<file path="src/verilog/sigmod_pkg.sv">
// Constants, register map and select codes of the signal modulator.
// Assumes an APB slave at word-aligned byte offsets, 32-bit data.
// Contract
// - Block mixes only while the module enable bit is one.
// - Enable clear forces both carriers to the ground source.
// - Enable clear takes modulator from the software modulator bit.
// - Enable clear leaves all source select fields unchanged.
// - Enable set again resumes the held source selections.
// - Output enable clear keeps mixing but blocks the pin.
// - Output enable clear holds the modulated pin low.
// - Four-bit modulator select over eleven listed sources.
// - Serial data outputs count only while their port is in SPI mode.
// - Four-bit carrier high select over eight carrier sources.
// - Separate four-bit carrier low select, same carrier sources.
// - Without sync, carriers switch at once on modulator edges.
// - With sync, running carrier pulse falls low before switching.
// - Carrier high sync bit acts independently of carrier low.
// - Carrier low sync bit acts independently of carrier high.
package sigmod_pkg;
  localparam logic [11:0] CTRL_OFF   = 12'h000;
  localparam logic [11:0] SRC_OFF    = 12'h004;
  localparam logic [11:0] CARH_OFF   = 12'h008;
  localparam logic [11:0] CARL_OFF   = 12'h00C;
  localparam logic [11:0] STAT_OFF   = 12'h010;
  localparam int          EN_POS     = 7;
  localparam int          OE_POS     = 6;
  localparam int          SWBIT_POS  = 0;
  localparam int          SYNC_POS   = 7;
  localparam logic [3:0]  SEL_RESET  = 4'h0;
  localparam logic [3:0]  MOD_SWBIT  = 4'h0;
  localparam logic [3:0]  MOD_PIN    = 4'h1;
  localparam logic [3:0]  MOD_CCPA   = 4'h2;
  localparam logic [3:0]  MOD_CCPB   = 4'h3;
  localparam logic [3:0]  MOD_CCPC   = 4'h4;
  localparam logic [3:0]  MOD_CCPD   = 4'h5;
  localparam logic [3:0]  MOD_CMP1   = 4'h6;
  localparam logic [3:0]  MOD_CMP2   = 4'h7;
  localparam logic [3:0]  MOD_TX     = 4'h8;
  localparam logic [3:0]  MOD_SDOA   = 4'h9;
  localparam logic [3:0]  MOD_SDOB   = 4'hA;
  localparam logic [3:0]  CAR_GND    = 4'h0;
  localparam logic [3:0]  CAR_REFCLK = 4'h1;
  localparam logic [3:0]  CAR_PINA   = 4'h2;
  localparam logic [3:0]  CAR_PINB   = 4'h3;
  localparam logic [3:0]  CAR_CCPA   = 4'h4;
  localparam logic [3:0]  CAR_CCPB   = 4'h5;
  localparam logic [3:0]  CAR_CCPC   = 4'h6;
  localparam logic [3:0]  CAR_CCPD   = 4'h7;
endpackage : sigmod_pkg

</file>
<file path="src/verilog/pin_sync.sv">
// Two-flop synchroniser for a group of pin inputs.
// Assumes inputs are asynchronous to ref_clk.
module pin_sync #(
  parameter int W = 3
) (
  input  wire logic         ref_clk, // Clock
  input  wire logic         srst,    // Sync reset
  input  wire logic [W-1:0] d,       // Async inputs
  output logic      [W-1:0] q        // Synchronised
);
  logic [W-1:0] meta_q;
  always_ff @(posedge ref_clk) begin
    if (srst) begin
      meta_q <= '0;
      q      <= '0;
    end else begin
      meta_q <= d;
      q      <= meta_q;
    end
  end
endmodule : pin_sync

</file>
<file path="src/verilog/signal_modulator.sv">
// Data signal modulator: APB registers, source muxes, carrier sync, mixer.
// Assumes on-chip sources are on ref_clk; the three pins are asynchronous.
//
// Local design decisions: the APB slave port and the register addresses.
module signal_modulator (
  input  wire logic        ref_clk,                // 10 MHz clock
  input  wire logic        srst,                   // Sync reset, high
  input  wire logic        psel,                   // APB select
  input  wire logic        penable,                // APB enable
  input  wire logic        pwrite,                 // APB write
  input  wire logic [11:0] paddr,                  // APB byte address
  input  wire logic [31:0] pwdata,                 // APB write data
  output logic      [31:0] prdata,                 // APB read data
  output logic             pready,                 // APB ready
  output logic             pslverr,                // APB error
  input  wire logic [3:0]  capture_pwm_in,         // Units a..d
  input  wire logic        serial_data_out_a,      // Serial port a data
  input  wire logic        serial_data_out_b,      // Serial port b data
  input  wire logic        spi_mode_a,             // Port a in SPI mode
  input  wire logic        spi_mode_b,             // Port b in SPI mode
  input  wire logic        comparator_one,         // Comparator 1 out
  input  wire logic        comparator_two,         // Comparator 2 out
  input  wire logic        async_serial_tx,        // UART transmit
  input  wire logic        ref_clock_out,          // Reference clock
  input  wire logic        external_modulator_pin, // Async pin
  input  wire logic        external_carrier_pin_a, // Async pin
  input  wire logic        external_carrier_pin_b, // Async pin
  output logic             modulated_output_pin    // Mixed output
);

  logic       module_enable_bit_q;
  logic       output_enable_bit_q;
  logic       software_modulator_bit_q;
  logic [3:0] modulator_source_select_q;
  logic [3:0] carrier_high_select_q;
  logic [3:0] carrier_low_select_q;
  logic       carrier_high_sync_enable_q;
  logic       carrier_low_sync_enable_q;
  logic [2:0] pins_s;
  logic       mod_raw;
  logic       carh_raw;
  logic       carl_raw;
  logic       mod_q;
  logic       use_high_q;
  logic       use_high_d;
  logic       mix;

  pin_sync #(.W(3)) u_sync (
    .ref_clk (ref_clk),
    .srst    (srst),
    .d       ({external_carrier_pin_b, external_carrier_pin_a, external_modulator_pin}),
    .q       (pins_s)
  );

  // Carrier mux, shared by both carrier selects
  function automatic logic car_pick(input logic [3:0] sel, input logic [3:0] ccp,
                                    input logic rclk, input logic [2:0] pins);
    case (sel)
      sigmod_pkg::CAR_REFCLK: car_pick = rclk;
      sigmod_pkg::CAR_PINA:   car_pick = pins[1];
      sigmod_pkg::CAR_PINB:   car_pick = pins[2];
      sigmod_pkg::CAR_CCPA:   car_pick = ccp[0];
      sigmod_pkg::CAR_CCPB:   car_pick = ccp[1];
      sigmod_pkg::CAR_CCPC:   car_pick = ccp[2];
      sigmod_pkg::CAR_CCPD:   car_pick = ccp[3];
      default:                car_pick = 1'b0;
    endcase
  endfunction : car_pick

  // APB register writes
  logic wr;
  assign wr = psel && penable && pwrite;
  always_ff @(posedge ref_clk) begin
    if (srst) begin
      module_enable_bit_q        <= 1'b0;
      output_enable_bit_q        <= 1'b0;
      software_modulator_bit_q   <= 1'b0;
      modulator_source_select_q  <= sigmod_pkg::SEL_RESET;
      carrier_high_select_q      <= sigmod_pkg::SEL_RESET;
      carrier_low_select_q       <= sigmod_pkg::SEL_RESET;
      carrier_high_sync_enable_q <= 1'b0;
      carrier_low_sync_enable_q  <= 1'b0;
    end else if (wr) begin
      case (paddr)
        sigmod_pkg::CTRL_OFF: begin
          module_enable_bit_q      <= pwdata[sigmod_pkg::EN_POS];
          output_enable_bit_q      <= pwdata[sigmod_pkg::OE_POS];
          software_modulator_bit_q <= pwdata[sigmod_pkg::SWBIT_POS];
        end
        sigmod_pkg::SRC_OFF:  modulator_source_select_q <= pwdata[3:0];
        sigmod_pkg::CARH_OFF: begin
          carrier_high_select_q      <= pwdata[3:0];
          carrier_high_sync_enable_q <= pwdata[sigmod_pkg::SYNC_POS];
        end
        sigmod_pkg::CARL_OFF: begin
          carrier_low_select_q      <= pwdata[3:0];
          carrier_low_sync_enable_q <= pwdata[sigmod_pkg::SYNC_POS];
        end
        default: ;
      endcase
    end
  end

  // APB read and answer, one access cycle, no wait states
  always_ff @(posedge ref_clk) begin
    if (srst) begin
      prdata  <= 32'h0000_0000;
      pready  <= 1'b0;
      pslverr <= 1'b0;
    end else begin
      pready  <= psel && !penable;
      pslverr <= 1'b0;
      prdata  <= 32'h0000_0000;
      if (psel && !penable) begin
        case (paddr)
          sigmod_pkg::CTRL_OFF: begin
            prdata[sigmod_pkg::EN_POS]    <= module_enable_bit_q;
            prdata[sigmod_pkg::OE_POS]    <= output_enable_bit_q;
            prdata[sigmod_pkg::SWBIT_POS] <= software_modulator_bit_q;
          end
          sigmod_pkg::SRC_OFF:  prdata[3:0] <= modulator_source_select_q;
          sigmod_pkg::CARH_OFF: begin
            prdata[3:0] <= carrier_high_select_q;
            prdata[sigmod_pkg::SYNC_POS] <= carrier_high_sync_enable_q;
          end
          sigmod_pkg::CARL_OFF: begin
            prdata[3:0] <= carrier_low_select_q;
            prdata[sigmod_pkg::SYNC_POS] <= carrier_low_sync_enable_q;
          end
          sigmod_pkg::STAT_OFF: prdata[2:0] <= {use_high_q, mod_q, modulated_output_pin};
          default: pslverr <= 1'b1;
        endcase
      end
    end
  end

  // Source selection; disabled forces ground carriers and software bit
  always_comb begin
    mod_raw = software_modulator_bit_q;
    if (module_enable_bit_q) begin
      case (modulator_source_select_q)
        sigmod_pkg::MOD_SWBIT: mod_raw = software_modulator_bit_q;
        sigmod_pkg::MOD_PIN:   mod_raw = pins_s[0];
        sigmod_pkg::MOD_CCPA:  mod_raw = capture_pwm_in[0];
        sigmod_pkg::MOD_CCPB:  mod_raw = capture_pwm_in[1];
        sigmod_pkg::MOD_CCPC:  mod_raw = capture_pwm_in[2];
        sigmod_pkg::MOD_CCPD:  mod_raw = capture_pwm_in[3];
        sigmod_pkg::MOD_CMP1:  mod_raw = comparator_one;
        sigmod_pkg::MOD_CMP2:  mod_raw = comparator_two;
        sigmod_pkg::MOD_TX:    mod_raw = async_serial_tx;
        sigmod_pkg::MOD_SDOA:  mod_raw = serial_data_out_a && spi_mode_a;
        sigmod_pkg::MOD_SDOB:  mod_raw = serial_data_out_b && spi_mode_b;
        default:               mod_raw = 1'b0;
      endcase
    end // else selects kept untouched
    carh_raw = module_enable_bit_q &&
               car_pick(carrier_high_select_q, capture_pwm_in, ref_clock_out, pins_s);
    carl_raw = module_enable_bit_q &&
               car_pick(carrier_low_select_q, capture_pwm_in, ref_clock_out, pins_s);
  end

  // Active carrier choice; sync waits for the running carrier to be low
  always_comb begin
    use_high_d = use_high_q;
    if (mod_raw != use_high_q) begin
      if (use_high_q) begin
        if (!carrier_high_sync_enable_q || !carh_raw) begin
          use_high_d = 1'b0;
        end
      end else begin
        if (!carrier_low_sync_enable_q || !carl_raw) begin
          use_high_d = 1'b1;
        end
      end
    end // Unsynced switches at once
  end

  assign mix = use_high_d ? carh_raw : carl_raw;

  always_ff @(posedge ref_clk) begin
    if (srst) begin
      use_high_q           <= 1'b0;
      mod_q                <= 1'b0;
      modulated_output_pin <= 1'b0;
    end else begin
      use_high_q           <= use_high_d;
      mod_q                <= mod_raw;
      modulated_output_pin <= output_enable_bit_q && mix;
    end
  end

  // Output gating and disable behaviour
  out_low_a: assert property (@(posedge ref_clk) disable iff (srst)
    !$past(output_enable_bit_q) |-> !modulated_output_pin)
    else $error("output high while output disabled");
  dis_gnd_a: assert property (@(posedge ref_clk) disable iff (srst)
    !module_enable_bit_q |-> !carh_raw && !carl_raw)
    else $error("carrier live while disabled");
  dis_out_a: assert property (@(posedge ref_clk) disable iff (srst)
    !module_enable_bit_q |=> !modulated_output_pin)
    else $error("output high while block disabled");
  dis_swbit_a: assert property (@(posedge ref_clk) disable iff (srst)
    !module_enable_bit_q |-> mod_raw == software_modulator_bit_q)
    else $error("modulator not from software bit");
  sel_keep_a: assert property (@(posedge ref_clk) disable iff (srst)
    !wr |=> $stable(modulator_source_select_q) && $stable(carrier_high_select_q)
    && $stable(carrier_low_select_q))
    else $error("select changed without write");
  mix_path_a: assert property (@(posedge ref_clk) disable iff (srst)
    output_enable_bit_q |=> modulated_output_pin == $past(mix))
    else $error("output not the mix");

  // Modulator source decode
  mod_swbit_a: assert property (@(posedge ref_clk) disable iff (srst)
    module_enable_bit_q && modulator_source_select_q == sigmod_pkg::MOD_SWBIT
    |-> mod_raw == software_modulator_bit_q)
    else $error("enabled software bit not used");
  mod_pin_a: assert property (@(posedge ref_clk) disable iff (srst)
    module_enable_bit_q && modulator_source_select_q == sigmod_pkg::MOD_PIN
    |-> mod_raw == pins_s[0])
    else $error("modulator not from pin");
  mod_pwma_a: assert property (@(posedge ref_clk) disable iff (srst)
    module_enable_bit_q && modulator_source_select_q == sigmod_pkg::MOD_CCPA
    |-> mod_raw == capture_pwm_in[0])
    else $error("modulator not from unit a");
  mod_pwmb_a: assert property (@(posedge ref_clk) disable iff (srst)
    module_enable_bit_q && modulator_source_select_q == sigmod_pkg::MOD_CCPB
    |-> mod_raw == capture_pwm_in[1])
    else $error("modulator not from unit b");
  mod_pwmc_a: assert property (@(posedge ref_clk) disable iff (srst)
    module_enable_bit_q && modulator_source_select_q == sigmod_pkg::MOD_CCPC
    |-> mod_raw == capture_pwm_in[2])
    else $error("modulator not from unit c");
  mod_pwmd_a: assert property (@(posedge ref_clk) disable iff (srst)
    module_enable_bit_q && modulator_source_select_q == sigmod_pkg::MOD_CCPD
    |-> mod_raw == capture_pwm_in[3])
    else $error("modulator not from unit d");
  mod_cmp1_a: assert property (@(posedge ref_clk) disable iff (srst)
    module_enable_bit_q && modulator_source_select_q == sigmod_pkg::MOD_CMP1
    |-> mod_raw == comparator_one)
    else $error("modulator not from comparator one");
  mod_cmp2_a: assert property (@(posedge ref_clk) disable iff (srst)
    module_enable_bit_q && modulator_source_select_q == sigmod_pkg::MOD_CMP2
    |-> mod_raw == comparator_two)
    else $error("modulator not from comparator two");
  mod_tx_a: assert property (@(posedge ref_clk) disable iff (srst)
    module_enable_bit_q && modulator_source_select_q == sigmod_pkg::MOD_TX
    |-> mod_raw == async_serial_tx)
    else $error("modulator not from transmit line");
  mod_sdoa_a: assert property (@(posedge ref_clk) disable iff (srst)
    module_enable_bit_q && modulator_source_select_q == sigmod_pkg::MOD_SDOA
    |-> mod_raw == (serial_data_out_a && spi_mode_a))
    else $error("modulator not from serial port a");
  mod_sdob_a: assert property (@(posedge ref_clk) disable iff (srst)
    module_enable_bit_q && modulator_source_select_q == sigmod_pkg::MOD_SDOB
    |-> mod_raw == (serial_data_out_b && spi_mode_b))
    else $error("modulator not from serial port b");
  spi_gate_a: assert property (@(posedge ref_clk) disable iff (srst)
    module_enable_bit_q && modulator_source_select_q == sigmod_pkg::MOD_SDOA
    && !spi_mode_a |-> !mod_raw)
    else $error("serial data used outside SPI mode");
  mod_spare_a: assert property (@(posedge ref_clk) disable iff (srst)
    module_enable_bit_q && modulator_source_select_q > sigmod_pkg::MOD_SDOB
    |-> !mod_raw)
    else $error("spare modulator code not ground");

  // Carrier source decode
  carh_ref_a: assert property (@(posedge ref_clk) disable iff (srst)
    module_enable_bit_q && carrier_high_select_q == sigmod_pkg::CAR_REFCLK
    |-> carh_raw == ref_clock_out)
    else $error("high carrier not reference clock");
  carh_pina_a: assert property (@(posedge ref_clk) disable iff (srst)
    module_enable_bit_q && carrier_high_select_q == sigmod_pkg::CAR_PINA
    |-> carh_raw == pins_s[1])
    else $error("high carrier not pin a");
  carh_pinb_a: assert property (@(posedge ref_clk) disable iff (srst)
    module_enable_bit_q && carrier_high_select_q == sigmod_pkg::CAR_PINB
    |-> carh_raw == pins_s[2])
    else $error("high carrier not pin b");
  carh_pwma_a: assert property (@(posedge ref_clk) disable iff (srst)
    module_enable_bit_q && carrier_high_select_q == sigmod_pkg::CAR_CCPA
    |-> carh_raw == capture_pwm_in[0])
    else $error("high carrier not unit a");
  carh_pwmb_a: assert property (@(posedge ref_clk) disable iff (srst)
    module_enable_bit_q && carrier_high_select_q == sigmod_pkg::CAR_CCPB
    |-> carh_raw == capture_pwm_in[1])
    else $error("high carrier not unit b");
  carh_pwmc_a: assert property (@(posedge ref_clk) disable iff (srst)
    module_enable_bit_q && carrier_high_select_q == sigmod_pkg::CAR_CCPC
    |-> carh_raw == capture_pwm_in[2])
    else $error("high carrier not unit c");
  carh_pwmd_a: assert property (@(posedge ref_clk) disable iff (srst)
    module_enable_bit_q && carrier_high_select_q == sigmod_pkg::CAR_CCPD
    |-> carh_raw == capture_pwm_in[3])
    else $error("high carrier not unit d");
  carh_spare_a: assert property (@(posedge ref_clk) disable iff (srst)
    carrier_high_select_q > sigmod_pkg::CAR_CCPD |-> !carh_raw)
    else $error("spare high carrier code not ground");
  carl_pina_a: assert property (@(posedge ref_clk) disable iff (srst)
    module_enable_bit_q && carrier_low_select_q == sigmod_pkg::CAR_PINA
    |-> carl_raw == pins_s[1])
    else $error("low carrier not pin a");
  carl_pinb_a: assert property (@(posedge ref_clk) disable iff (srst)
    module_enable_bit_q && carrier_low_select_q == sigmod_pkg::CAR_PINB
    |-> carl_raw == pins_s[2])
    else $error("low carrier not pin b");
  carl_pwmb_a: assert property (@(posedge ref_clk) disable iff (srst)
    module_enable_bit_q && carrier_low_select_q == sigmod_pkg::CAR_CCPB
    |-> carl_raw == capture_pwm_in[1])
    else $error("low carrier not unit b");
  carl_pwmc_a: assert property (@(posedge ref_clk) disable iff (srst)
    module_enable_bit_q && carrier_low_select_q == sigmod_pkg::CAR_CCPC
    |-> carl_raw == capture_pwm_in[2])
    else $error("low carrier not unit c");
  carl_spare_a: assert property (@(posedge ref_clk) disable iff (srst)
    carrier_low_select_q > sigmod_pkg::CAR_CCPD |-> !carl_raw)
    else $error("spare low carrier code not ground");

  // Carrier switching
  nosync_hi_a: assert property (@(posedge ref_clk) disable iff (srst)
    !carrier_low_sync_enable_q && mod_raw && !use_high_q |=> use_high_q)
    else $error("unsynced switch to high late");
  nosync_lo_a: assert property (@(posedge ref_clk) disable iff (srst)
    !carrier_high_sync_enable_q && !mod_raw && use_high_q |=> !use_high_q)
    else $error("unsynced switch to low late");
  sync_hold_a: assert property (@(posedge ref_clk) disable iff (srst)
    carrier_high_sync_enable_q && use_high_q && carh_raw |=> use_high_q)
    else $error("high carrier cut while pulse high");
  sync_lo_a: assert property (@(posedge ref_clk) disable iff (srst)
    carrier_low_sync_enable_q && !use_high_q && carl_raw |=> !use_high_q)
    else $error("low carrier cut while pulse high");

  // Register bus answer
  rdy_access_a: assert property (@(posedge ref_clk) disable iff (srst)
    psel && penable |-> pready)
    else $error("access phase without ready");
  err_ready_a: assert property (@(posedge ref_clk) disable iff (srst)
    pslverr |-> pready)
    else $error("error without ready");
  rd_idle_a: assert property (@(posedge ref_clk) disable iff (srst)
    !pready |-> prdata == 32'h0000_0000)
    else $error("read data outside answer");
  wr_ctrl_a: assert property (@(posedge ref_clk) disable iff (srst)
    wr && paddr == sigmod_pkg::CTRL_OFF
    |=> module_enable_bit_q == $past(pwdata[sigmod_pkg::EN_POS]))
    else $error("enable write lost");
  wr_carh_a: assert property (@(posedge ref_clk) disable iff (srst)
    wr && paddr == sigmod_pkg::CARH_OFF |=> carrier_high_select_q == $past(pwdata[3:0]))
    else $error("high carrier select write lost");

endmodule : signal_modulator
</file>
<file path="config.mk">
export PLATFORM = sky130hd
export DESIGN_NAME = signal_modulator
export DESIGN_NICKNAME = d
export VERILOG_FILES = /design/src/verilog/sigmod_pkg.sv /design/src/verilog/pin_sync.sv /design/src/verilog/signal_modulator.sv
export SDC_FILE = /design/constraint.sdc
export NUM_CORES = 1
export LEC_CHECK = 0
export ABC_AREA = 1
export ABC_CLOCK_PERIOD_IN_PS = 2400
export BUFFER_PORTS_ARGS = -buffer_cell sky130_fd_sc_hd__buf_2
export CORE_MARGIN = 5
export CORE_UTILIZATION = 30
export DETAILED_ROUTE_END_ITERATION = 10
export SYNTH_ARGS = -nofsm -noshare
export SYNTH_HDL_FRONTEND = slang
export SYNTH_HIERARCHICAL = 1
export SYNTH_SLANG_ARGS = --single-unit
</file>
<file path="constraint.sdc">
create_clock -name ref_clk -period 2.4 [get_ports ref_clk]
set_input_delay 0.12 -clock ref_clk [delete_from_list [all_inputs] [get_ports ref_clk]]
set_output_delay 0.12 -clock ref_clk [all_outputs]
set_load 0.05 [all_outputs]
</file>
==> run metrics, run 1 <==
Post-CTS Resized=0; most area-consuming cells after synthesis=dfxtp_1 36%, buf_4 10%, inv_1 8.1%, nand3_1 7.7%, nand2_1 6.3%; H-Tree Depth=2; global placement routability congestion=0.908; initial antenna violation count=0; Tightest Pin Transition=0.516 ns; # port buffers=46; CTS Buffer Depth=2; Die W=89.5 um; first-pass GRT wire length=7470 um; synth unique cells=26; status=finished clean; Max Fanout on Critical Path=7; Leakage=0.00107 uW; site row count=29; Via density=4.46; CP required=2.63 ns; worst hold slack=0.0292 ns; sequential share of the synthesized area=0.359; Net Sw Frac=0.280; sequential power share=0.460; FILL cells=673; synthesized flop and latch total=34; fin. max-slew vios=0; Cell Count Post-Placement=394; post-DP HPWL=3880 um; syn_area_per_cell=6.92 sq um; vias in the first global route=1611; post-route minimum period=between 1.5 and 2 ns; final hold vios=0; Slew headroom=0.653; max_cap viols=0; Synth area leader=dfxtp_1; final setup fails=0; Remaining DRCs=0; fin crit share=0.625; Vert. Die Dim=89.5 um; GRT Total Usage=0.122; RSZ-0062 raised after global routing=no; post-route cell area=2220 sq um; ANT cells=0; synthesis warning total=6; Arr. time, crit path=1.73 ns; Worst-Skew Late Latency=0.29 ns; CTS tree=yes; WL per Instance=11.9 um; ANT nets after route=0; clk_skew=roughly 0.0045 ns; DR pass1 iterations=4; combinational share of power=0.139; worst vdd ir=0.207 mV; non-filler instance count after layout=about 400; CP startpoint kind=flop; P_int=894 uW; TritonCTS Sinks=34; CTS Root Cell=clkbuf_8; Ports=99; hold buffers post-CTS=0; clock power share=0.400; post-CTS setup buffers=0; CP Class=reg -> reg; setup TNS=0 ns; sw power=between 300 and 400 uW; Starting Density=0.304; Clock Pin Slew Worst Setup and Hold Paths=0.07 ns; fmax=0.667 GHz; First DRT Iteration DRCs=131; CTS Buf Count=5; pwr dens=558 nW/um^2; Mapped Area=1900 sq um; Worst Hold Class=in -> reg; placed cell areas=roughly 2100 sq um; share of layout cells above drive strength 1=0.209; post-synth top area share=0.359; final wirelength=between 4000 and 5000 um; largest net degree at the start of global routing=18; Core Area=6240 sq um; Die ar.=8010 sq um; Worst setup EP type=flop; Area Overhead vs Synth=17.3%; worst reg-to-reg setup slack=0.90 ns; via count=about 1800; Gate Count Post-Synth=274; Congestion Overflow GR=0; fin nets=388
-- power groups by stage --
stage / Clock (uW) / Combinational, uW / Sequential [uW]
2_1_floorplan: 0 / 156 / 589
3_3_place_gp: 0 / 171 / 585
3_5_place_dp: 0 / 173 / 585
4_1_cts: 504 / 173 / 572
5_1_grt: 537 / 187 / 572
6_report: 497 / 173 / 572
-- registers in the layout, indices dropped and copies added (netlist names) --
name	count
carrier_high_select_q	4
carrier_low_select_q	4
u_sync/meta_q	3
output_enable_bit_q	1
software_modulator_bit_q	1
u_sync/q	3
prdata	6
carrier_low_sync_enable_q	1
pslverr	1
carrier_high_sync_enable_q	1
mod_q	1
pready	1
modulated_output_pin	1
modulator_source_select_q	4
module_enable_bit_q	1
use_high_q	1
-- per-layer routing --
metal / share of wire / vias to the layer above / global-route usage
met3: 0.077 / 5 / 0.0240
met1: 0.43 / 793 / 0.153
met4: 0.014 / 0 / 0.0447
met5: 0 / - / 0
li1: - / 938 / -
met2: 0.48 / 58 / 0.207
-- path summary, 6_finish.rpt --
check	startpoint	end	cells after the start
setup / recovery	modulator_source_select_q[0]	modulated_output_pin	10
hold / removal	external_carrier_pin_a	u_sync/meta_q[1]	3
hold reg to reg	u_sync/meta_q[1]	u_sync/q[1]	2
setup reg to reg	modulator_source_select_q[0]	modulated_output_pin	10
-- Yosys cell counts, drive strengths merged --
library cell	number
inv	44
nand2	35
dfxtp	34
nor2	34
nand3	31
buf	26
a21oi	22
o21ai	21
o22ai	7
nand4	6
nor3	6
clkbuf	2
or2	2
and3	1
conb	1
o211ai	1
o21bai	1
-- area by class of cell --
type                    count  area (sq um)  share of cell area
clock buffers               8           110              0.0495
inverters                  44           165              0.0742
multi-input cells         193           942               0.424
repair buffers             46           230               0.103
well taps                  77          96.3              0.0433
flip-flops and latches     34           681               0.306
-- through the flow --
| step | total power [uW] | util | setup WS (ns) |
|---|---|---|---|
| after floorplan | 745 | - | 1.15 |
| after global placement | 756 | 0.339 | 0.929 |
| after detailed placement | 757 | 0.339 | 0.911 |
| after CTS | 1250 | 0.356 | 0.898 |
| after global routing | 1300 | 0.356 | 0.691 |
| final | 1240 | 0.356 | 0.900 |
-- logic make-up after synthesis --
logic type,after synthesis,share of synthesized area
simple gates,115,0.301
flops,34,0.359
compound gates,52,0.144
buf+inv,72,0.194
other cells,1,0.00198
-- critical path, cell delays in order, from the launching register on --
cell and delay (ns):
dfxtp_1 0.43, inv_1 0.14, nand3_1 0.09, nand3_1 0.08, nand2_1 0.06, nand2_1 0.06
o21bai_1 0.27, nand2_1 0.10, nand3_1 0.08, inv_1 0.04, nor2_1 0.08
-- layout by cell type (no fill, tap or decap), drive strengths merged --
| master | synthesis | layout |
|---|---|---|
| inv | 44 | 44 |
| nor3 | 6 | 6 |
| nand4 | 6 | 6 |
| nor2 | 34 | 34 |
| a21oi | 22 | 22 |
| o21ai | 21 | 21 |
| or2 | 2 | 2 |
| o211ai | 1 | 1 |
| nand3 | 31 | 31 |
| conb | 1 | 26 |
| clkbuf | 2 | 8 |
| dfxtp | 34 | 34 |
| nand2 | 35 | 35 |
| and3 | 1 | 1 |
| o21bai | 1 | 1 |
| o22ai | 7 | 7 |
| buf | 26 | 46 |
Note: power is estimated with default switching activity, not from simulation.
==> inputs of run 2 (changes only) <==
ABC_CLOCK_PERIOD_IN_PS = 1450   (was 2400)
clock period = 1.45 ns   (was 2.4 ns; I/O delays follow)
==> run 2 against run 1 <==
Global-route usage increased by 0.087 points. First-iteration DRC count decreased by 13%. Cell count increased by 3.0%. Combinational power increased by 72%. Largest power group unchanged. Die area unchanged. Largest cell class unchanged. Power increased by 59%.
==> run metrics, run 2 (same netlist as run 1, synthesis figures left out) <==
status=finished clean; CP Class=reg -> reg; Setup WS post-layout=0.0956 ns; largest net degree at the start of global routing=18; DR pass1 iterations=4; post-route minimum period=around 1.4 ns; register name with the most flops=prdata; Max Fanout on Critical Path=4; clk_skew=0.00162 ns; most common cell after layout, fill and taps aside=buf_2; TritonCTS Sinks=34; ANT nets after route=0; final setup fails=0; met3 WL=452 um; buffers and inverters on the worst path=2; Die ar.=8010 sq um; Crit path max-delay family=simple AND/OR/NAND/NOR gates; Clock Pin Slew Worst Setup and Hold Paths=0.07 ns; RSZ-0062 raised after global routing=yes; global placement routability congestion=0.900; worst vdd ir=about 0.30 mV; Congestion Overflow GR=0; Place WS=between 0.07 and 0.08 ns; CTS Buffer Depth=2; CP startpoint kind=flop; Remaining DRCs=0; Worst-Skew Late Latency=0.29 ns; worst hold slack=roughly 0.063 ns; first-pass GRT wire length=roughly 7600 um; WL per Instance=approximately 12 um; slowest CP cell=dfxtp_4; Layout Utilization=0.372; ANT cells=0; commonest non-fill, non-tap cells in the layout=46 x buf_2, 39 x inv_1, 32 x nand2_1, 31 x nor2_1, 30 x dfxtp_1; FILL cells=683; GRT Total Usage=0.123; max_cap viols=0; First DRT Iteration DRCs=114; M1 WL=about 2000 um; Core Area=6240 sq um; share of layout cells above drive strength 1=0.249; vias in the first global route=1669; max reg flops=6; Arr. time, crit path=around 1.6 ns; Area Overhead vs Synth=22.4%; Worst Hold Class=in -> reg; DR WL met2=2450 um; Via density=4.50; final wirelength=about 5000 um; Ports=99; Starting Density=0.304; crit path cell chain=buf_4 -> nand3_1 -> nand3_1 -> nand2_1 -> nand2_1 -> o21bai_1 -> buf_4 -> nand4_1 -> nand2_1 -> nor2_1; initial antenna violation count=0; Pwr Total=about 2000 uW; fin. max-slew vios=0; # port buffers=46; post-DP HPWL=3960 um; CTS Buf Count=5; pwr dens=850 nW/um^2; setup TNS=0 ns; fin crit share=0.934; CTS tree=yes; H-Tree Depth=2; Leakage=0.00112 uW; final hold vios=0; Worst setup EP type=flop; via count=1865; CTS Root Cell=clkbuf_8; critical path's largest stage delay=0.36 ns; CP dominant cell by count=nand2_1; Die W=89.5 um; site row count=29; top sig layer=met4; fin nets=400; CP required=1.64 ns; Vert. Die Dim=89.5 um; fmax=0.738 GHz
==> run 2: per-layer routing <==
metal,GRT usage,vias to the layer above
met5,0,-
met4,0.0501,0
met3,0.0240,6
met2,0.206,73
met1,0.154,821
li1,-,965
==> run 2: area by class of cell <==
type	count	area [sq um]	area share
clock buffers	7	86.3	0.0372
clock inverters	1	5.00	0.00216
inverters	44	165	0.0712
multi-input cells	193	950	0.409
flip-flops and latches	34	691	0.298
well taps	77	96.3	0.0415
repair buffers	58	328	0.141
==> run 2: worst paths after layout <==
kind	start	end	slack, ns	cells after the start
min reg2reg	u_sync/meta_q[1]	u_sync/q[1]	0.41	2
max reg2reg	modulator_source_select_q[0]	modulated_output_pin	0.1	10
min	pwdata[6]	output_enable_bit_q	0.06	3
max	modulator_source_select_q[0]	modulated_output_pin	0.1	10
==> run 2: worst register-to-register path, cell delays in order, from the launching register on <==
cell and delay, ns:
dfxtp_4 0.36, buf_4 0.14, nand3_1 0.08, nand3_1 0.07, nand2_1 0.06, nand2_1 0.06, o21bai_1 0.13, buf_4 0.15
nand4_1 0.10, nand2_1 0.08, nor2_1 0.04
==> run 2: report_power, final <==
| group | internal [uW] | total, uW | switching (uW) |
|---|---|---|---|
| logic | 66.4 | 298 | 232 |
| clock network | 383 | 733 | 350 |
| registers | 940 | 943 | 3.16 |
==> run 2: through the flow <==
stage                     cell area (sq um)  std cells
after global placement                 2170        402
final                                  2320        414
after floorplan                        1990        299
after global routing                   2320        414
after detailed placement               2170        402
after CTS                              2300        413
==> run 2: repair_timing <==
item / 4_1_cts / 5_1_grt
setup endpoints to repair: 0 / 2
hold endpoints to repair: 3 / 0
setup buffers: 0 / 1
hold buffers: 3 / 0
resized for setup: 0 / 10
==> inputs of run 3 (changes only) <==
SYNTH_HIERARCHICAL = unset   (was 1)
==> run 3 against run 2 <==
Cell count decreased by 1.9%. Power is 0.87% lower. First-iteration DRC count decreased by 24%. Synthesized area did not move. Hold slack barely moved. Clock power shrank 2%. Die area is the same. Sequential cell count did not move. Cell area is 2.8% higher. Via count down 3.3%. Utilization increased by 1.0 points. Routed wire length shrank 6.8%. Critical path type unchanged.
==> run metrics, run 3 <==
status=finished clean; Worst Hold Class=in -> reg; Hold Path Depth=3; fin crit share=0.956; post-route cell area=around 2400 sq um; CTS Buf Count=5; FILL cells=673; Die W=89.5 um; Area Overhead vs Synth=25.8%; most common cell after layout, fill and taps aside=buf_2; CTS Buffer Depth=2; pwr dens=just over 800 nW/um^2; most area-consuming cells after synthesis=dfxtp_1 36%, buf_4 10%, inv_1 7.5%, nand2_1 7.5%, nand3_1 7.4%; synthesized flop and latch total=34; CP dominant cell by count=nand2_2; final wirelength=4670 um; first-pass GRT wire length=7360 um; post-route minimum period=roughly 1.4 ns; placed cell areas=2200 sq um; Gate Count Post-Synth=264; Die ar.=8010 sq um; Synth top cells by count=38 x inv_1, 38 x nand2_1, 34 x dfxtp_1; Vert. Die Dim=89.5 um; Top FF cell, synth=dfxtp_1; register name with the most flops=prdata; Mapped Area=1900 sq um; EDFF count, synth=0; post-DP HPWL=3790 um; Seq. cell area=693 sq um; GRT Total Usage=0.120; crit path cell chain=buf_4 -> nand3_2 -> nand3_1 -> nand2_1 -> nand2_2 -> o21bai_4 -> nand3_2 -> nand2_2 -> nand2_2 -> nand2_2 -> nor2_2; ANT cells=0; ys async rst share=0; sequential share of the synthesized area=0.359; Ports=99; # port buffers=46; Starting Density=0.304; Congestion Overflow GR=0; CP Class=reg -> reg; Clock Pin Slew Worst Setup and Hold Paths=0.07 ns; worst hold slack=between 0.06 and 0.07 ns; Pwr Total=1960 uW; global placement routability congestion=~0.86; final setup fails=0; site row count=29; Worst setup EP type=flop; slowest CP cell=dfxtp_4; syn_area_per_cell=7.18 sq um; H-Tree Depth=2; Via density=4.44; CP startpoint kind=flop; vias in the first global route=1647; worst vdd ir=0.317 mV; Max Fanout on Critical Path=6; fin nets=392; Layout Utilization=0.382; final hold vios=0; area of the multi-input gates=1000 sq um; Remaining DRCs=0; fmax=0.721 GHz; Reg2Reg Depth=11; max reg flops=6; setup TNS=0 ns; max_cap viols=0; CTS tree=yes; fin. max-slew vios=0; post-CTS setup buffers=0; share of layout cells above drive strength 1=0.304; CTS Root Cell=clkbuf_8; CP required=1.64 ns; Worst-Skew Late Latency=0.29 ns; ANT nets after route=0; Synth area leader=dfxtp_1; clk_skew=0.00432 ns; DR pass1 iterations=5; TritonCTS Sinks=34; WL per Instance=11.5 um; synth unique cells=29; via count=1803; synthesis warning total=0; critical path's largest stage delay=0.37 ns; post-synth top area share=0.359; Arr. time, crit path=roughly 1.6 ns; initial antenna violation count=0; largest net degree at the start of global routing=16; RSZ-0062 raised after global routing=yes; Leakage=0.00113 uW; commonest non-fill, non-tap cells in the layout=46 x buf_2, 34 x inv_1, 34 x nand2_1, 28 x dfxtp_1, 27 x nor2_1; First DRT Iteration DRCs=87; Core Area=6240 sq um
run 3: changes by cell type in the layout (fill, tap and decap cells not counted), sizes merged, moves of 2 or more:
cell    previous run  this run
o21ai             21        15
o221ai             0         2
nand4              6         3
a211oi             0         5
a21oi             22        17
buf               55        58
o211ai             1         5
nand3             31        29
inv               44        40
nor2              34        30
o22ai              7         3
nand2             35        40
run 3: stage by stage:
step                cells  worst slack [ns]
floorplan             289             0.167
global placement      395           -0.0422
detailed placement    395           -0.0749
CTS                   406          0.000950
global route          406           -0.0120
finish                406            0.0632
run 3: final timing paths:
kind                                 from                   end  slack, ns
min reg2reg              u_sync.meta_q[1]           u_sync.q[1]       0.40
max          modulator_source_select_q[0]  modulated_output_pin       0.06
min                             pwdata[6]   output_enable_bit_q       0.06
max reg2reg  modulator_source_select_q[0]  modulated_output_pin       0.06
run 3: logic make-up after synthesis:
kind of cell | Yosys count | share of synthesized area
compound gates | 48 | 0.152
other cells | 1 | 0.00198
simple gates | 112 | 0.299
flops | 34 | 0.359
buf+inv | 69 | 0.188
run 3: report_power, final:
part           leakage, uW  switching (uW)  internal (uW)  total, uW
clock network    0.0000482             333            383        716
logic             0.000800             230           67.6        298
registers         0.000279            2.79            940        943
total              0.00113             567           1390       1960
run 3: layer usage:
metal	routed length, um	track usage	vias to the layer above	part of all wire
li1	-	-	938	-
met1	1920	0.144	810	0.41
met2	2400	0.210	49	0.51
met3	293	0.0221	6	0.063
met4	63	0.0487	0	0.013
met5	0	0	-	0
run 3: final cells by class:
| type | count | share of cell area |
|---|---|---|
| Inverter | 40 | 0.0650 |
| Tap cell | 77 | 0.0404 |
| Multi-Input combinational cell | 186 | 0.419 |
| Timing Repair Buffer | 61 | 0.147 |
| Clock inverter | 1 | 0.00210 |
| Sequential cell | 34 | 0.291 |
| Clock buffer | 7 | 0.0362 |
run 3: worst max-delay path, delay by kind of cell (launching register included):
kind | cells | cell delay (ns)
AO/OA/AOI/OAI | 1 | 0.14
buffers and inverters | 1 | 0.14
flip-flops | 1 | 0.37
AND/OR/NAND/NOR | 9 | 0.63
run 3: what timing repair did:
item	4_1_cts	5_1_grt
endpoints found under the hold margin	3	0
pin swaps	0	7
setup endpoints to repair	1	2
hold buffers	3	0
resized for setup	2	24
